==> src/verilog/ccsu_pkg.sv <==
// Shared constants, types and helpers of the CRC16 signature unit
package ccsu_pkg;

  // Bus widths
  localparam int unsigned AHB_AW = 32;
  localparam int unsigned AHB_DW = 32;

  // Register width and byte width
  localparam int unsigned REG_W = 16;
  localparam int unsigned BYTE_W = 8;

  // Register indices; byte address is four times the index
  localparam logic [2:0] IDX_DATA_IN = 3'h0;
  localparam logic [2:0] IDX_DATA_IN_BITREV = 3'h2;
  localparam logic [2:0] IDX_SEED_RESULT = 3'h4;
  localparam logic [2:0] IDX_RESULT_BITREV = 3'h6;

  // Address slice that holds the register index
  localparam int unsigned IDX_LSB = 2;
  localparam int unsigned IDX_MSB = 4;

  // Reset values of the registers
  localparam logic [15:0] DATA_IN_RESET = 16'h0000;
  localparam logic [15:0] RESULT_RESET = 16'hFFFF;

  // Generator polynomial x^16 + x^12 + x^5 + 1
  localparam logic [15:0] CRC_POLY = 16'h1021;

  // AHB encodings used by the slave
  localparam logic [2:0] HSIZE_BYTE = 3'h0;
  localparam logic HRESP_OKAY = 1'h0;

  // Depth of the data FIFO
  localparam int unsigned FIFO_DEPTH = 8;

  // One queued data write: payload, byte-reverse flag, size and lane
  typedef struct packed {
    logic [15:0] data;
    logic rev;
    logic word;
    logic lane;
  } ccsu_entry_type;

  localparam int unsigned ENTRY_W = $bits(ccsu_entry_type);

  // Mirror the bits of one byte
  function automatic logic [7:0] rev8(input logic [7:0] b);
    logic [7:0] r;
    r = '0;
    for (int i = 0; i < 8; i++) begin
      r[i] = b[7 - i];
    end
    return r;
  endfunction

  // Mirror all sixteen bits of a word
  function automatic logic [15:0] rev16(input logic [15:0] w);
    logic [15:0] r;
    r = '0;
    for (int i = 0; i < 16; i++) begin
      r[i] = w[15 - i];
    end
    return r;
  endfunction

endpackage

==> src/verilog/ccsu_top.sv <==
// Data FIFO between the bus slave and the CRC engine
module ccsu_fifo #(
  parameter int unsigned WIDTH = 19,
  parameter int unsigned DEPTH = 8
) (
  // Clock and reset
  input wire logic ref_clk,
  input wire logic rst_n,
  // Filling side
  input wire logic inValid,
  output logic inReady,
  input wire logic [WIDTH-1:0] inData,
  // Draining side
  output logic outValid,
  input wire logic outReady,
  output logic [WIDTH-1:0] outData
);
  import ccsu_pkg::*;

  localparam int unsigned PW = $clog2(DEPTH);
  localparam int unsigned CW = $clog2(DEPTH + 1);
  localparam logic [CW-1:0] FULL_COUNT = CW'(DEPTH);
  localparam logic [PW-1:0] LAST_PTR = PW'(DEPTH - 1);

  // Whole FIFO state
  typedef struct packed {
    logic [DEPTH-1:0][WIDTH-1:0] mem; // Storage words
    logic [PW-1:0] wrPtr;             // Next slot to fill
    logic [PW-1:0] rdPtr;             // Oldest slot
    logic [CW-1:0] count;             // Words held
  } ccsu_fifo_state_type;

  ccsu_fifo_state_type s_q;
  ccsu_fifo_state_type s_d;
  logic doPush;
  logic doPop;

  // Honest flags straight from the count
  assign inReady = (s_q.count != FULL_COUNT);
  assign outValid = (s_q.count != '0);
  assign outData = s_q.mem[s_q.rdPtr];
  assign doPush = inValid && inReady;
  assign doPop = outValid && outReady;

  // Next state: write, read and count bookkeeping
  always_comb begin
    s_d = s_q;
    // Store incoming word and advance write pointer
    if (doPush) begin
      s_d.mem[s_q.wrPtr] = inData;
      s_d.wrPtr = (s_q.wrPtr == LAST_PTR) ? '0 : s_q.wrPtr + 1'b1;
    end
    // Drop oldest word and advance read pointer
    if (doPop) begin
      s_d.rdPtr = (s_q.rdPtr == LAST_PTR) ? '0 : s_q.rdPtr + 1'b1;
    end
    // Count follows push and pop together
    if (doPush && !doPop) begin
      s_d.count = s_q.count + 1'b1;
    end else if (doPop && !doPush) begin
      s_d.count = s_q.count - 1'b1;
    end
  end

  // State register with synchronous reset
  always_ff @(posedge ref_clk) begin
    if (!rst_n) begin
      s_q <= '0;
    end else begin
      s_q <= s_d;
    end
  end

endmodule

// Function
// (RQ1) Seed write loads the running signature
// (RQ2) Master feeds data in reference order
// (RQ3) Each data write merges; result read waits
// (RQ4) Parallel byte step equals LSB-first serial
// (RQ5) Word: low byte first cycle, high second
// (RQ6) Single byte absorbed in one cycle
// (RQ7) Reverse-byte input mirrors each byte first
// (RQ8) Plain input passes bytes unchanged
// (RQ9) Appending mirrored checksum yields zero result
// (RQ10) Second result register shows mirrored signature
// (RQ11) Word or byte access, low/high aliases
// (RQ12) Register indices 00h, 02h, 04h, 06h
// (RQ13) Reset: data zero, results all ones
// (RQ14) Reverse-byte read returns plain data input
// (RQ15) Feedback taps bits 0, 4, 11, 15
// (RQ16) Seed readback returns the written value
// (RQ17) Mirrored result: bit fifteen at zero
// (RQ18) Polynomial 0x1021 gives standard reference values
module ccsu_top (
  // Clock and reset
  input wire logic ref_clk,
  input wire logic rst_n,
  // AHB-Lite slave request
  input wire logic hsel,
  input wire logic [ccsu_pkg::AHB_AW-1:0] haddr,
  input wire logic [1:0] htrans,
  input wire logic hwrite,
  input wire logic [2:0] hsize,
  input wire logic [ccsu_pkg::AHB_DW-1:0] hwdata,
  input wire logic hready,
  // AHB-Lite slave answer
  output logic [ccsu_pkg::AHB_DW-1:0] hrdata,
  output logic hreadyout,
  output logic hresp
);
  import ccsu_pkg::*;

  // Whole state of the unit
  typedef struct packed {
    logic hreadyOut;         // Low while a transfer waits
    logic [31:0] rdata;      // Read data of the finished transfer
    logic resp;              // Response, always OKAY
    logic [2:0] idx;         // Register index of pending transfer
    logic [1:0] lane;        // Byte address within the word
    logic write;             // Pending transfer is a write
    logic isByte;            // Pending transfer is a byte access
    logic [15:0] dataIn;     // Plain data input register
    logic [15:0] result;     // Running signature, normal order
    logic hiPend;            // High byte of a word still to go
    logic [7:0] hiByte;      // That high byte
    logic hiRev;             // That high byte needs mirroring
  } ccsu_state_type;

  // Reset image of the state
  localparam ccsu_state_type STATE_RESET = '{
    hreadyOut: 1'b1,
    rdata: '0,
    resp: HRESP_OKAY,
    idx: '0,
    lane: '0,
    write: 1'b0,
    isByte: 1'b0,
    dataIn: DATA_IN_RESET,
    result: RESULT_RESET,
    hiPend: 1'b0,
    hiByte: '0,
    hiRev: 1'b0
  };

  ccsu_state_type s_q;
  ccsu_state_type s_d;

  // FIFO hookup
  ccsu_entry_type pushEntry;  // Entry built from the bus write
  logic pushValid;            // Bus offers a data write
  logic pushReady;            // FIFO has room
  logic [ENTRY_W-1:0] popRaw; // Oldest entry, flat
  ccsu_entry_type popEntry;   // Oldest entry, typed
  logic popValid;             // FIFO holds an entry
  logic popReady;             // Engine can take an entry

  // Decode of the pending transfer
  logic addrPhase;  // New transfer offered this cycle
  logic waiting;    // A data phase is open
  logic isData;     // Targets either data input
  logic laneOk;     // Byte lane lies inside the 16-bit register
  logic drained;    // No data left to merge
  logic finish;     // Data phase completes this cycle
  logic [15:0] wrWord;  // Write value merged by byte lane

  // One byte step of the signature, serial equivalent in a loop.
  // The state is kept in normal order; the LSB-first shift runs on
  // the mirrored form, whose feedback with the mirrored polynomial
  // taps bits 0, 4, 11 and 15 when bit 0 is called the MSB.
  function automatic logic [15:0] crcByte(
    input logic [15:0] crc,
    input logic [7:0] b
  );
    logic [15:0] r;
    logic [15:0] polyRev;
    r = '0;
    // (RQ18) Generator 0x1021, mirrored
    polyRev = rev16(CRC_POLY);
    // (RQ15) Mirrored tap set
    r = rev16(crc) ^ {8'h00, b};
    // (RQ4) Eight serial shifts
    for (int i = 0; i < 8; i++) begin
      r = r[0] ? ((r >> 1) ^ polyRev) : (r >> 1);
    end
    // (RQ9) No final inversion, zero residue
    return rev16(r);
  endfunction

  // Byte as the engine sees it after the optional mirroring
  function automatic logic [7:0] feedByte(
    input logic [7:0] b,
    input logic rev
  );
    return rev ? rev8(b) : b;
  endfunction

  // Data FIFO sits between the bus and the engine
  ccsu_fifo #(
    .WIDTH(ENTRY_W),
    .DEPTH(FIFO_DEPTH)
  ) u_fifo (
    .ref_clk(ref_clk),
    .rst_n(rst_n),
    .inValid(pushValid),
    .inReady(pushReady),
    .inData(pushEntry),
    .outValid(popValid),
    .outReady(popReady),
    .outData(popRaw)
  );

  assign popEntry = ccsu_entry_type'(popRaw);

  // Bus decode and FIFO handshake terms
  always_comb begin
    addrPhase = hsel && htrans[1] && hready;
    waiting = !s_q.hreadyOut;
    // (RQ12) Both data inputs feed the FIFO
    isData = (s_q.idx == IDX_DATA_IN) || (s_q.idx == IDX_DATA_IN_BITREV);
    // (RQ11) Only lanes 0 and 1 exist for byte access
    laneOk = !s_q.isByte || !s_q.lane[1];
    drained = !popValid && !s_q.hiPend;
    // Merge write data into a 16-bit value by lane
    wrWord = hwdata[15:0];
    if (s_q.isByte) begin
      wrWord = s_q.lane[0] ? {hwdata[15:8], s_q.dataIn[7:0]}
                           : {s_q.dataIn[15:8], hwdata[7:0]};
    end
    // FIFO entry for a data write
    pushEntry.data = hwdata[15:0];
    // (RQ7) Reverse-byte input marks entry for mirroring
    pushEntry.rev = (s_q.idx == IDX_DATA_IN_BITREV);
    pushEntry.word = !s_q.isByte;
    pushEntry.lane = s_q.lane[0];
    pushValid = waiting && s_q.write && isData && laneOk;
    // Engine takes a new entry only when no high byte is left
    popReady = !s_q.hiPend;
    // Completion: data writes wait for room, seed and results drain
    if (!waiting) begin
      finish = 1'b0;
    end else if (pushValid) begin
      finish = pushReady;
    end else if ((s_q.idx == IDX_SEED_RESULT) ||
                 (s_q.idx == IDX_RESULT_BITREV)) begin
      // (RQ3) Result access waits until all data merged
      finish = drained;
    end else begin
      finish = 1'b1;
    end
  end

  // Next state: bus slave and CRC engine
  always_comb begin
    s_d = s_q;
    s_d.resp = HRESP_OKAY;

    // Engine: finish the high byte of a word
    if (s_q.hiPend) begin
      // (RQ5) High byte in second cycle
      s_d.result = crcByte(s_q.result, feedByte(s_q.hiByte, s_q.hiRev));
      s_d.hiPend = 1'b0;
    end else if (popValid) begin
      if (popEntry.word) begin
        // (RQ5) Low byte in first cycle
        s_d.result = crcByte(s_q.result,
                             feedByte(popEntry.data[7:0], popEntry.rev));
        s_d.hiPend = 1'b1;
        s_d.hiByte = popEntry.data[15:8];
        s_d.hiRev = popEntry.rev;
      end else begin
        // (RQ6) Single byte in one cycle
        // (RQ8) Plain input keeps bit order
        s_d.result = crcByte(s_q.result, feedByte(
          popEntry.lane ? popEntry.data[15:8] : popEntry.data[7:0],
          popEntry.rev));
      end
    end

    // Bus: close a data phase
    if (finish) begin
      s_d.hreadyOut = 1'b1;
      s_d.rdata = '0;
      if (s_q.write) begin
        if (laneOk) begin
          // (RQ8) Plain input stores its value
          if (s_q.idx == IDX_DATA_IN) begin
            s_d.dataIn = wrWord;
          end
          // (RQ1) Seed loads the running signature
          if (s_q.idx == IDX_SEED_RESULT) begin
            s_d.result = s_q.isByte ?
              (s_q.lane[0] ? {hwdata[15:8], s_q.result[7:0]}
                           : {s_q.result[15:8], hwdata[7:0]})
              : hwdata[15:0];
          end
        end
      end else begin
        unique case (s_q.idx)
          // (RQ14) Both data inputs read the plain register
          IDX_DATA_IN, IDX_DATA_IN_BITREV: begin
            s_d.rdata = {16'h0000, s_q.dataIn};
          end
          // (RQ16) Seed readback
          IDX_SEED_RESULT: begin
            s_d.rdata = {16'h0000, s_q.result};
          end
          // (RQ10) Mirrored result register
          IDX_RESULT_BITREV: begin
            // (RQ17) Bit fifteen appears at bit zero
            s_d.rdata = {16'h0000, rev16(s_q.result)};
          end
          // Unmapped index reads zero
          default: begin
            s_d.rdata = '0;
          end
        endcase
      end
    end

    // Bus: take a new address phase
    if (addrPhase && (s_q.hreadyOut || finish)) begin
      s_d.hreadyOut = 1'b0;
      s_d.idx = haddr[IDX_MSB:IDX_LSB];
      s_d.lane = haddr[1:0];
      s_d.write = hwrite;
      // (RQ11) Byte access selects one alias
      s_d.isByte = (hsize == HSIZE_BYTE);
    end
  end

  // State register with synchronous reset
  always_ff @(posedge ref_clk) begin
    // (RQ13) Data zero, result all ones
    if (!rst_n) begin
      s_q <= STATE_RESET;
    end else begin
      s_q <= s_d;
    end
  end

  // Outputs come straight from state flops
  assign hrdata = s_q.rdata;
  assign hreadyout = s_q.hreadyOut;
  assign hresp = s_q.resp;

endmodule
==> config.mk <==
export PLATFORM = sky130hd
export DESIGN_NAME = ccsu_top
export DESIGN_NICKNAME = d
export VERILOG_FILES = /design/src/verilog/ccsu_pkg.sv /design/src/verilog/ccsu_top.sv
export SDC_FILE = /design/constraint.sdc
export NUM_CORES = 1
export LEC_CHECK = 0
export BUFFER_PORTS_ARGS = -buffer_cell sky130_fd_sc_hd__buf_2
export CAP_MARGIN = 40
export CELL_PAD_IN_SITES_DETAIL_PLACEMENT = 0
export CELL_PAD_IN_SITES_GLOBAL_PLACEMENT = 1
export CORE_MARGIN = 4
export CORE_UTILIZATION = 30
export CTS_BUF_LIST = sky130_fd_sc_hd__clkbuf_2
export CTS_CLUSTER_DIAMETER = 100
export DETAILED_ROUTE_END_ITERATION = 7
export PLACE_DENSITY = 0.65
export SYNTH_ARGS = -nofsm -noshare
export SYNTH_HDL_FRONTEND = slang
export SYNTH_SLANG_ARGS = --single-unit
==> constraint.sdc <==
create_clock -name ref_clk -period 5.66 [get_ports ref_clk]
set_clock_uncertainty 0.2 [all_clocks]
set_input_delay 0.283 -clock ref_clk [delete_from_list [all_inputs] [get_ports ref_clk]]
set_output_delay 0.283 -clock ref_clk [all_outputs]
set_load 0.1 [all_outputs]
==> key figures, run 1 <==
Drt
  • 1st-iter DRT viols: between 600 and 700
  • Vias post-DR: ~10k
  • WL final: between 30000 and 40000 µm
  • Routed Antenna Nets: 0
  • Remaining DRCs: 0
  • Post-DR wirelength/cell: approximately 18 µm
  • DRT Pass-1 Iters: 5
  • Via density per instance: between 4 and 5

Floorplanning
  • CORE AREA: ~38000 µm²
  • Die Ht: 205 µm
  • Ports: between 100 and 150
  • Chip Width: between 200 and 250 µm
  • Initial core utilization: a little under a third
  • Site row count: 71
  • Total die area: 41900 µm²

Yosys
  • Area leader, netlist: dfxtp_1
  • Avg Cell Area, Syn: 8.21 µm²
  • Ranking of synthesized cells by area: dfxtp_1, nand2_1, mux2i_1
  • Asr flop ratio synth: 0%
  • EDFF count, synth: 0
  • Top-area cell type share of the netlist area: 39.4%
  • Most used flip-flop cell after synthesis: dfxtp_1
  • Register area share after synthesis: between 30% and 40%
  • Yosys reg bits: 228
  • Netlist cell types: between 60 and 70
  • Mapped Cells: around 1.4k
  • Yosys warning count: 0
  • Mapped cell area: 11600 µm²

Status
  • Status: finished clean

Min path
  • Hold Crit Depth: 5
  • Worst hold endpoint: hreadyout$_SDFFE_PN1P_
  • Worst hold path class: in -> reg
  • Min-delay src: htrans[1]

Global routing
  • Gr usage total: 17.0%
  • Grt ovf: 0
  • First-pass GRT wire length: between 50000 and 60000 µm
  • Largest net degree at the start of global routing: roughly 90
  • Initial antenna violation count: 2
  • Number of global-route vias before repair: a little under 10k

Critical path
  • Critical path class: reg -> reg
  • R2R depth: 9
  • R2r setup slk: 1.52 ns
  • Crit path launch type: register
  • Slowest cell on crit path: dfxtp_1
  • Worst path max stage delay: about 0.7 ns
  • Cells along the critical path: a21boi_0 -> and3_1 -> o22ai_1 -> nor2_1 -> nor2_1 -> mux2i_1 -> dlygate4sd3_1 -> nor2_1 -> dlygate4sd3_1
  • Most used cell along the critical path: nor2_1
  • Worst reg2reg path startpoint: s_q[42]$_SDFFE_PN0P_
  • Worst flop-to-flop path endpoint: pushEntry[0]$_SDFFE_PN0P_
  • Setup crit end kind: register
  • Critical Path Fanout Max: 14
  • Crit path required time: 6.23 ns
  • CP arrival: roughly 4.7 ns

Power
  • Power per cell area: around 370 nW/µm²
  • P_leak: around 4.4 nW
  • Pwr Total: slightly below 5 mW
  • Worst VDD drop: about 0.2 mV

Cells and area
  • Area Overhead vs Synth: 13.0%
  • Sequential Area: about 4600 µm²
  • Area of the multi-input gates: ~6300 µm²
  • Util after Layout: 34.6%
  • Filler cells: 4027
  • Net count, final: between 1.5k and 2k
  • Share of cells above drive strength 1: 14.0%

Timing
  • Slew @ Worst Pin: roughly 0.89 ns
  • Final Cycle Share: between 70% and 80%
  • Fmax: between 200 and 250 MHz
  • RSZ-0062 raised after global routing: false
  • Final Setup Violations: 0
  • Pins Over Slew Limit: 0
  • Setup TNS: 0 ns
  • Min Tclk post-route: slightly above 4 ns
  • Slew headroom: between 40 and 50%
  • Hold Violations, Final: 0

Placed design
  • Routability Congestion: 0.846
  • Port bufs: 46
  • Final HPWL DP: 23600 µm

Clocking
  • Clock-pin slew on the worst setup and hold paths: 0.10 ns
  • CTS Buf Count: 60
  • Max H-tree Level: 2
  • Sink Count: about 230
  • Root Buffer: clkbuf_2
  • TritonCTS clock tree: yes
  • Clock buffer depth: 3
  • Post-CTS sizing: 0
  • Worst-Skew Late Latency: 0.91 ns

Flow run
  • Max-cap viol count: 0
what timing repair did:
item | in CTS | in global routing
endpoints found under the setup margin | 0 | 0
endpoints found under the hold margin | 187 | 0
setup buffers | 0 | 0
hold buffers | 54 | 0
where the power goes:
group	total (mW)	internal [mW]	leakage, nW	switching, mW
combinational	1.93	0.842	2.17	1.09
sequential	1.89	1.68	1.84	0.215
clock	1.09	0.411	0.386	0.677
total	4.91	2.93	4.40	1.98
layer usage:
layer	global-route usage, %	part of all wire (%)	vias up
met1	23.6	47	4784
li1	-	-	4905
met5	0	0	-
met4	4.83	2.2	0
met2	27.2	45	274
met3	3.02	5.4	66
cell usage after synthesis, drive strengths merged (4+ instances only):
cell type  number
nor3           10
a21oi         201
xnor2          38
xor2           27
a22oi          18
buf            58
nor2           71
a211oi         12
nand3          15
ha              7
clkbuf        104
nor2b           7
mux4           20
o211ai          5
mux2            5
a221oi         12
mux2i         108
o2111ai        22
nand2         371
dfxtp         228
nand3b          4
o21ai          18
inv             6
sequential cells by signal, indices dropped and copies added (netlist names):
name,cells
u_fifo.s_q,162
s_q,48
hrdata,16
hreadyout,1
pushEntry,1
how the worst max path moves through the flow:
| stage | slack [ns] | start | end | cells after the start |
|---|---|---|---|---|
| finish | 1.52 | s_q[42]$_SDFFE_PN0P_ | pushEntry[0]$_SDFFE_PN0P_ | 9 |
| detailed placement | 1.67 | u_fifo.s_q[4]$_SDFFE_PN0P_ | s_q[13]$_SDFFE_PN1P_ | 10 |
| global route | 1.25 | s_q[42]$_SDFFE_PN0P_ | pushEntry[0]$_SDFFE_PN0P_ | 9 |
| floorplan | 2.24 | hreadyout$_SDFFE_PN1P_ | u_fifo.s_q[3]$_SDFFE_PN0P_ | 13 |
| CTS | 1.57 | s_q[42]$_SDFFE_PN0P_ | pushEntry[0]$_SDFFE_PN0P_ | 9 |
| global placement | 1.58 | u_fifo.s_q[4]$_SDFFE_PN0P_ | s_q[11]$_SDFFE_PN1P_ | 9 |
area by class of cell:
class                           count  share of cell area, %
Inverter                            6                  0.210
Timing Repair Buffer              131                   8.19
Antenna cell                        2                 0.0382
Sequential cell                   228                   34.8
Multi-Input combinational cell   1033                   48.1
Clock inverter                     11                  0.391
Clock buffer                       88                   3.36
Tap cell                          511                   4.88
critical path, delay by kind of cell (launching register included):
kind | cells | cell delay, ns
AO/OA/AOI/OAI | 2 | 0.71
AND/OR/NAND/NOR | 4 | 1.03
buffers and inverters | 2 | 1.12
flip-flops | 1 | 0.70
multiplexers | 1 | 0.25
metrics by stage:
step	setup WS, ns	hold WS (ns)	instances	cell area (µm²)
finish	1.52	0.0935	2010	13100
floorplan	2.24	0.230	1429	11700
global route	1.25	0.0199	2010	13100
CTS	1.57	0.000702	2008	13100
detailed placement	1.67	0.246	1855	12100
global placement	1.58	0.238	1843	11900
cells by family (layout without fill, tap and decap cells):
| logic type | after synthesis | in the layout | share of synthesized area, % |
|---|---|---|---|
| xor+xnor | 66 | 66 | 5.17 |
| buf+inv | 168 | 236 | 7.22 |
| simple gates | 504 | 504 | 17.7 |
| mux | 133 | 133 | 14.0 |
| fa+ha+maj | 8 | 8 | 0.928 |
| flops | 228 | 228 | 39.4 |
| other cells | 1 | 19 | 0.0323 |
| compound gates | 305 | 305 | 15.6 |
cells in the final DEF, fill, tap and decap left out, drive strengths merged, types with 3 or more instances in the layout:
cell type,n
a31oi,3
a221oi,12
nand4b,3
xnor2,38
ha,7
buf,77
a21oi,201
clkinv,10
mux2,5
nand3,15
dfxtp,228
nand2b,3
and2,3
dlygate4sd3,54
xor2,27
inv,6
o21ai,18
o211ai,5
nand3b,4
clkbuf,88
nor2,71
nand4,3
o22ai,3
nor3b,3
or3,3
nand2,371
mux4,20
a211oi,12
nor3,10
a22oi,18
nor2b,7
mux2i,108
o2111ai,22
conb,17
Note: power is estimated with default switching activity, not from simulation.
==> run 2: changes to the inputs <==
Settings changed: PLACE_DENSITY 0.65 to 0.67.
Clock period 5.66 ns to 3.6 ns, I/O delays scaled along.
==> run 2 against run 1 <==
Wire length up 2.4%. Worst setup slack worse by 1.3 ns. Cell count up 2.2%. Non-clock buffer count up 52. Count of clock-buffer cells in the layout down 2. Combinational power up 72%. Critical path depth up 1. Maximum frequency up 24%. Critical endpoint is now s_q[47]$_SDFFE_PN0P_.
==> key figures, run 2 (synthesis gave the netlist of run 1 again) <==
Status
  • Status: finished clean

Cells and area
  • Largest register FFs: 162 (unchanged)
  • Net count, final: 1592 (+3.2%)
  • Commonest cells after routing, fill and taps aside: nand2_1, dfxtp_1, a21oi_1
  • Most common cell after layout, fill and taps aside: nand2_1
  • Share of cells above drive strength 1: 15.4% (+1.4 points)
  • Area Overhead vs Synth: 16.3%
  • Util after Layout: 35.6% (+1.0 points)
  • Biggest register: u_fifo.s_q

Clocking
  • Setup bufs post-CTS: 0 (unchanged)
  • TritonCTS clock tree: yes
  • CTS Buf Count: 58 (-3.3%)
  • Sink Count: 228 (unchanged)
  • Root Buffer: clkbuf_2
  • Clock-pin slew on the worst setup and hold paths: 0.10 ns (about the same)
  • Max H-tree Level: 2 (unchanged)
  • Clock buffer depth: 3 (unchanged)
  • Worst-Skew Late Latency: 0.94 ns (+0.03 ns)

Global routing
  • First-pass GRT wire length: 57500 µm (+2.4%)
  • Grt ovf: 0 (unchanged)
  • Number of global-route vias before repair: 9816 (+2.1%)
  • Initial antenna violation count: 3 (+1)
  • Gr usage total: 17.5% (+0.49 points)
  • Largest net degree at the start of global routing: 89 (-2.2%)

Power
  • Power per cell area: 586 nW/µm² (+56%)
  • P_leak: 4.59 nW (+4.5%)
  • Worst VDD drop: 0.261 mV (+30%)
  • Pwr Total: 7.91 mW (+61%)

Floorplanning
  • Ports: 108 (unchanged)
  • Total die area: 41900 µm² (unchanged)
  • Chip Width: 205 µm (unchanged)
  • CORE AREA: 37900 µm² (unchanged)
  • Site row count: 71 (unchanged)
  • Initial core utilization: 30.6% (unchanged)
  • Die Ht: 205 µm (unchanged)

Critical path
  • CP arrival: 3.95 ns (-0.76 ns)
  • Crit path launch type: register
  • Crit path required time: 4.21 ns (-2.02 ns)
  • Critical path class: reg -> reg
  • R2r setup slk: 0.25 ns (-1.27 ns)
  • Setup crit end kind: register
  • Critical Path Fanout Max: 7 (-7)

Timing
  • Slew @ Worst Pin: 0.783 ns (-0.104 ns)
  • Setup TNS: 0 ns (unchanged)
  • Hold Violations, Final: 0 (unchanged)
  • Pins Over Slew Limit: 0 (unchanged)
  • Slew headroom: 47.8% (+6.9 points)
  • Fmax: 299 MHz (+24%)
  • Final Setup Violations: 0 (unchanged)
  • Final Cycle Share: 93.0% (+20 points)
  • Min Tclk post-route: 3.35 ns (-0.791 ns)
  • RSZ-0062 raised after global routing: false
  • Final setup margin: 0.251 ns (-1.27 ns)

Flow run
  • Max-cap viol count: 0 (unchanged)

Drt
  • Routed Antenna Nets: 0 (unchanged)
  • Post-DR wirelength/cell: 18.2 µm (+0.14%)
  • Remaining DRCs: 0 (unchanged)
  • 1st-iter DRT viols: 783 (+15%)
  • Via density per instance: 4.93 (-1.1%)
  • DRT Pass-1 Iters: 5 (unchanged)
  • Vias post-DR: 10.1k (+1.1%)
  • WL final: 37400 µm (+2.4%)

Placed design
  • Port bufs: 46 (unchanged)
  • Post-Place Setup Slack: 0.354 ns (-1.32 ns)
  • Final HPWL DP: 23700 µm (+0.45%)
  • Routability Congestion: 0.817 (-3.4%)

Min path
  • Worst hold path class: in -> reg
==> run 2: cell count changes in the layout (fill, tap and decap cells not counted), moves of 2 or more <==
cell / before / now
buf_4: 24 / 59
dlygate4sd3_1: 54 / 75
buf_12: 0 / 3
buf_8: 3 / 0
clkinv_1: 8 / 5
buf_16: 2 / 0
buf_6: 2 / 0
clkbuf_2: 88 / 86
==> run 2: worst paths after layout <==
path,to,depth (start not counted),from
hold / removal,s_q[22]$_SDFFE_PN1P_,5,rst_n
setup / recovery,s_q[47]$_SDFFE_PN0P_,10,u_fifo.s_q[0]$_SDFFE_PN0P_
setup reg to reg,s_q[47]$_SDFFE_PN0P_,10,u_fifo.s_q[0]$_SDFFE_PN0P_
hold reg to reg,hrdata[4]$_SDFFE_PN0P_,2,hrdata[4]$_SDFFE_PN0P_
==> run 2: cell type report <==
type / count / area (µm²)
antenna: 1 / 2.50
clock buffer: 86 / 430
clock inverter: 7 / 36.3
fill: 4029 / 24400
inverter: 6 / 27.5
multi-input combinational: 1033 / 6300
sequential: 228 / 4570
tap: 511 / 639
timing repair buffer: 183 / 1480
==> run 2: through the flow <==
stage	hold WS [ns]	std cells	cell area (µm²)
finish	0.0927	2055	13500
global route	0.0653	2055	13500
global placement	0.235	1885	12300
floorplan	0.127	1429	11700
detailed placement	0.232	1886	12300
CTS	0.00662	2054	13500
==> run 2: power by group <==
part,switching (mW),internal [mW]
combinational,1.82,1.50
clock,1.06,0.627
sequential,0.269,2.64
==> run 2: layer usage <==
layer  share of wire [%]  track usage [%]  vias to the layer above
met5                   0                0                        -
met4                 2.3             4.76                        0
met3                 5.3             2.93                       75
met2                  45             28.0                      262
met1                  48             24.5                     4811
li1                    -                -                     4993
==> run 2: critical path, stage by stage (launching register included) <==
cell and delay [ns]:
dfxtp_1 0.37, nor3_1 0.41, a22oi_1 0.12, o22ai_1 0.15
buf_4 0.15, nor2_1 0.05, nor2_2 0.42, mux2i_1 0.23
dlygate4sd3_1 0.56, nor2_1 0.04, dlygate4sd3_1 0.56
==> run 2: repair_timing <==
action	4_1_cts	5_1_grt
hold endpoints to repair	189	0
hold buffers	75	0
endpoints found under the setup margin	0	1
gates resized for setup	0	1
==> run 3: changes to the inputs <==
Settings changed: ABC_AREA set to 1, PLACE_DENSITY 0.67 to 0.7.
==> run 3 against run 2 <==
The run now ends with DRC left. Utilization is 1.1 points lower. Cell area is 5.2% higher. Via count is 25% higher. Sequential share of layout area is 1.7 points lower. First-iteration DRC count is 12% higher. Register-to-register slack worse by 0.05 ns. Worst setup slack worse by 0.053 ns. Critical path type unchanged. Largest power group unchanged. Highest routed layer unchanged.
==> key figures, run 3 <==
Status
  • Status: complete, but fails checks
  • Violated checks: DRC

Global routing
  • First-pass GRT wire length: 66300 µm (+15%)
  • Initial antenna violation count: 3 (unchanged)
  • Gr usage total: 18.4% (+0.95 points)
  • Met2 Resource Use GR: 30.8% (+2.7 points)
  • Largest net degree at the start of global routing: 71 (-20%)
  • Grt ovf: 0 (unchanged)
  • Grt met3 use: 3.48% (+0.55 points)
  • GR peak layer: met2
  • Number of global-route vias before repair: 12.1k (+23%)
  • Met1 usage: 24.3% (-0.19 points)

Cells and area
  • Most common cell after layout, fill and taps aside: nand2_1
  • Area Overhead vs Synth: 12.9%
  • Commonest cells after routing, fill and taps aside: nand2_1, dfxtp_1, a21oi_1
  • Share of cells above drive strength 1: 10.9% (-4.6 points)
  • Net count, final: 2105 (+32%)
  • Largest register FFs: 162 (unchanged)
  • Biggest register: u_fifo.s_q
  • Util after Layout: 34.5% (-1.1 points)
  • Final instance area: 14200 µm² (+5.2%)

Yosys
  • Top-area cell type share of the netlist area: 36.3% (-3.0 points)
  • Mapped cell area: 12600 µm² (+8.3%)
  • Top-count cell post-synth: nand2_1
  • EDFF count, synth: 0 (unchanged)
  • Ranking of synthesized cells by area: dfxtp_1, nand2_1, a21oi_1
  • Avg Cell Area, Syn: 6.46 µm² (-21%)
  • Mapped Cells: 1945 (+38%)
  • Yosys warning count: 0 (unchanged)
  • Asr flop ratio synth: 0% (unchanged)
  • Most used flip-flop cell after synthesis: dfxtp_1
  • Area leader, netlist: dfxtp_1
  • Yosys reg bits: 228 (unchanged)
  • Register area share after synthesis: 36.3% (-3.0 points)
  • Netlist cell types: 44 (-29%)
  • Most frequent cells after synthesis: nand2_1, dfxtp_1, a21oi_1, nand3_1, o21ai_0

Clocking
  • CTS Buf Count: 69 (+19%)
  • Sink Count: 228 (unchanged)
  • Worst-Skew Late Latency: 0.89 ns (-0.05 ns)
  • Clock buffer depth: 3 (unchanged)
  • Post-CTS sizing: 0 (unchanged)
  • Setup bufs post-CTS: 0 (unchanged)
  • Max H-tree Level: 3 (+1)
  • Clock-pin slew on the worst setup and hold paths: 0.10 ns (about the same)
  • TritonCTS clock tree: yes
  • CTS Hold Bufs: 57 (-24%)
  • Root Buffer: clkbuf_2

Power
  • Comb pwr share: 54.0% (+12 points)
  • Net Sw Power: 5.48 mW (+74%)
  • Worst VDD drop: 0.304 mV (+16%)
  • Pwr Total: 10.9 mW (+38%)
  • Clock share of power: 18.9% (-2.4 points)
  • Net Sw Frac: 50.2% (+10 points)
  • Power per cell area: 770 nW/µm² (+31%)
  • Part of the power in registers: 27.1% (-9.7 points)
  • P_int: 5.44 mW (+14%)
  • P_leak: 6.35 nW (+38%)

Placed design
  • Routability Congestion: 0.923 (+13%)
  • Placed Area: 13000 µm² (+5.9%)
  • Final HPWL DP: 28600 µm (+21%)
  • Port bufs: 46 (unchanged)

Floorplanning
  • CORE AREA: 41100 µm² (+8.4%)
  • Total die area: 45200 µm² (+8.0%)
  • Chip Width: 213 µm (+3.9%)
  • Site row count: 74 (+4.2%)
  • Initial core utilization: 30.6% (about the same)
  • Ports: 108 (unchanged)
  • Die Ht: 213 µm (+3.9%)

Critical path
  • CP arrival: 3.99 ns (+0.04 ns)
  • R2R depth: 13 (+3)
  • R2r setup slk: 0.20 ns (-0.05 ns)
  • Setup crit end kind: register
  • Worst flop-to-flop path endpoint: s_q[45]$_SDFFE_PN0P_
  • Crit path launch type: register
  • Critical path class: reg -> reg
  • Critical Path Fanout Max: 15 (+8)
  • Crit path required time: 4.18 ns (-0.03 ns)
  • Worst reg2reg path startpoint: u_fifo.s_q[1]$_SDFFE_PN0P_

Min path
  • Hold Crit Depth: 4 (-1)
  • Worst hold path class: in -> reg
  • Min-delay src: hwdata[12]
  • Worst hold endpoint: u_fifo.s_q[44]$_SDFFE_PN0P_

Drt
  • Post-DR wirelength/cell: 16.1 µm (-11%)
  • Remaining DRCs: 1 (+1)
  • DRT Pass-1 Iters: 8 (+3)
  • 1st-iter DRT viols: 879 (+12%)
  • WL final: 41900 µm (+12%)
  • Vias post-DR: 12.7k (+25%)
  • Routed Antenna Nets: 0 (unchanged)
  • Via density per instance: 4.88 (-1.0%)

Timing
  • Worst hold margin: 0.0857 ns (-0.00707 ns)
  • Slew @ Worst Pin: 0.800 ns (+0.0177 ns)
  • Final Setup Violations: 0 (unchanged)
  • Final Cycle Share: 94.5% (+1.5 points)
  • Pins Over Slew Limit: 0 (unchanged)
  • RSZ-0062 raised after global routing: false
  • Min Tclk post-route: 3.40 ns (+0.0531 ns)
  • Setup TNS: 0 ns (unchanged)
  • Slew headroom: 46.4% (-1.5 points)
  • Hold Violations, Final: 0 (unchanged)
  • Fmax: 294 MHz (-1.6%)

Flow run
  • Max-cap viol count: 0 (unchanged)
==> run 3: changes by cell type after synthesis, sizes merged, moves of 43 or more <==
cell / previous run / this run
inv: 6 / 203
o21ai: 18 / 227
nand2: 371 / 537
nand3: 15 / 218
mux2i: 108 / 0
clkbuf: 104 / 61
==> run 3: cell type report <==
| cell class | count | area [µm²] |
|---|---|---|
| diodes | 2 | 5.00 |
| clock buffers | 98 | 490 |
| clock inverters | 14 | 133 |
| fillers | 4601 | 26900 |
| inverters | 216 | 813 |
| multi-input cells | 1370 | 6430 |
| flip-flops and latches | 228 | 4570 |
| well taps | 532 | 666 |
| repair buffers | 138 | 1080 |
==> run 3: cell families after synthesis <==
logic type | after synthesis | share of synthesized area (%)
AND/OR/NAND/NOR | 839 | 28.2
AO/OA/AOI/OAI | 487 | 20.3
flip-flops | 228 | 36.3
XOR/XNOR | 19 | 1.32
buffers and inverters | 363 | 13.0
adder cells (fa/ha/maj) | 8 | 0.856
other | 1 | 0.0298
==> run 3: worst max-delay path by stage <==
stage,cells after the start,slack [ns],endpoint,from
finish,13,0.20,s_q[45]$_SDFFE_PN0P_,u_fifo.s_q[1]$_SDFFE_PN0P_
global route,14,0.05,s_q[37]$_SDFFE_PN0P_,u_fifo.s_q[1]$_SDFFE_PN0P_
CTS,13,0.23,s_q[46]$_SDFFE_PN0P_,u_fifo.s_q[1]$_SDFFE_PN0P_
detailed placement,18,0.58,s_q[19]$_SDFFE_PN1P_,u_fifo.s_q[4]$_SDFFE_PN0P_
global placement,18,0.58,s_q[19]$_SDFFE_PN1P_,u_fifo.s_q[4]$_SDFFE_PN0P_
floorplan,15,0.43,u_fifo.s_q[3]$_SDFFE_PN0P_,hreadyout$_SDFFE_PN1P_
==> run 3: metrics by stage <==
step / instances / worst slack, ns
after floorplan: 1961 / 0.430
after global placement: 2427 / 0.579
after detailed placement: 2427 / 0.583
after CTS: 2596 / 0.229
after global routing: 2598 / 0.0473
final: 2598 / 0.198
==> run 3: power by group through the flow <==
stage	clock network, mW	logic (mW)	registers (mW)
2_1_floorplan	0	4.50	2.85
3_3_place_gp	0	5.77	3.01
3_5_place_dp	0	5.80	3.01
4_1_cts	2.15	5.87	2.95
5_1_grt	2.29	6.71	2.98
6_report	2.07	5.91	2.96
==> run 3: metal layers <==
metal	vias up	part of all wire (%)
li1	6469	-
met1	5831	45
met2	306	48
met3	81	5.0
met4	0	2.5
met5	-	0
==> run 3: worst max-delay path: stages, from the launching register on <==
cell and delay, ns:
dfxtp_1 0.37, nor2_2 0.15, nand3_2 0.13, nor2_4 0.27, inv_2 0.19, nand3_2 0.10, nand2_2 0.11, inv_1 0.08
o2111ai_1 0.10, buf_4 0.21, o21ai_0 0.20, dlygate4sd3_1 0.60, a21oi_1 0.04, dlygate4sd3_1 0.55
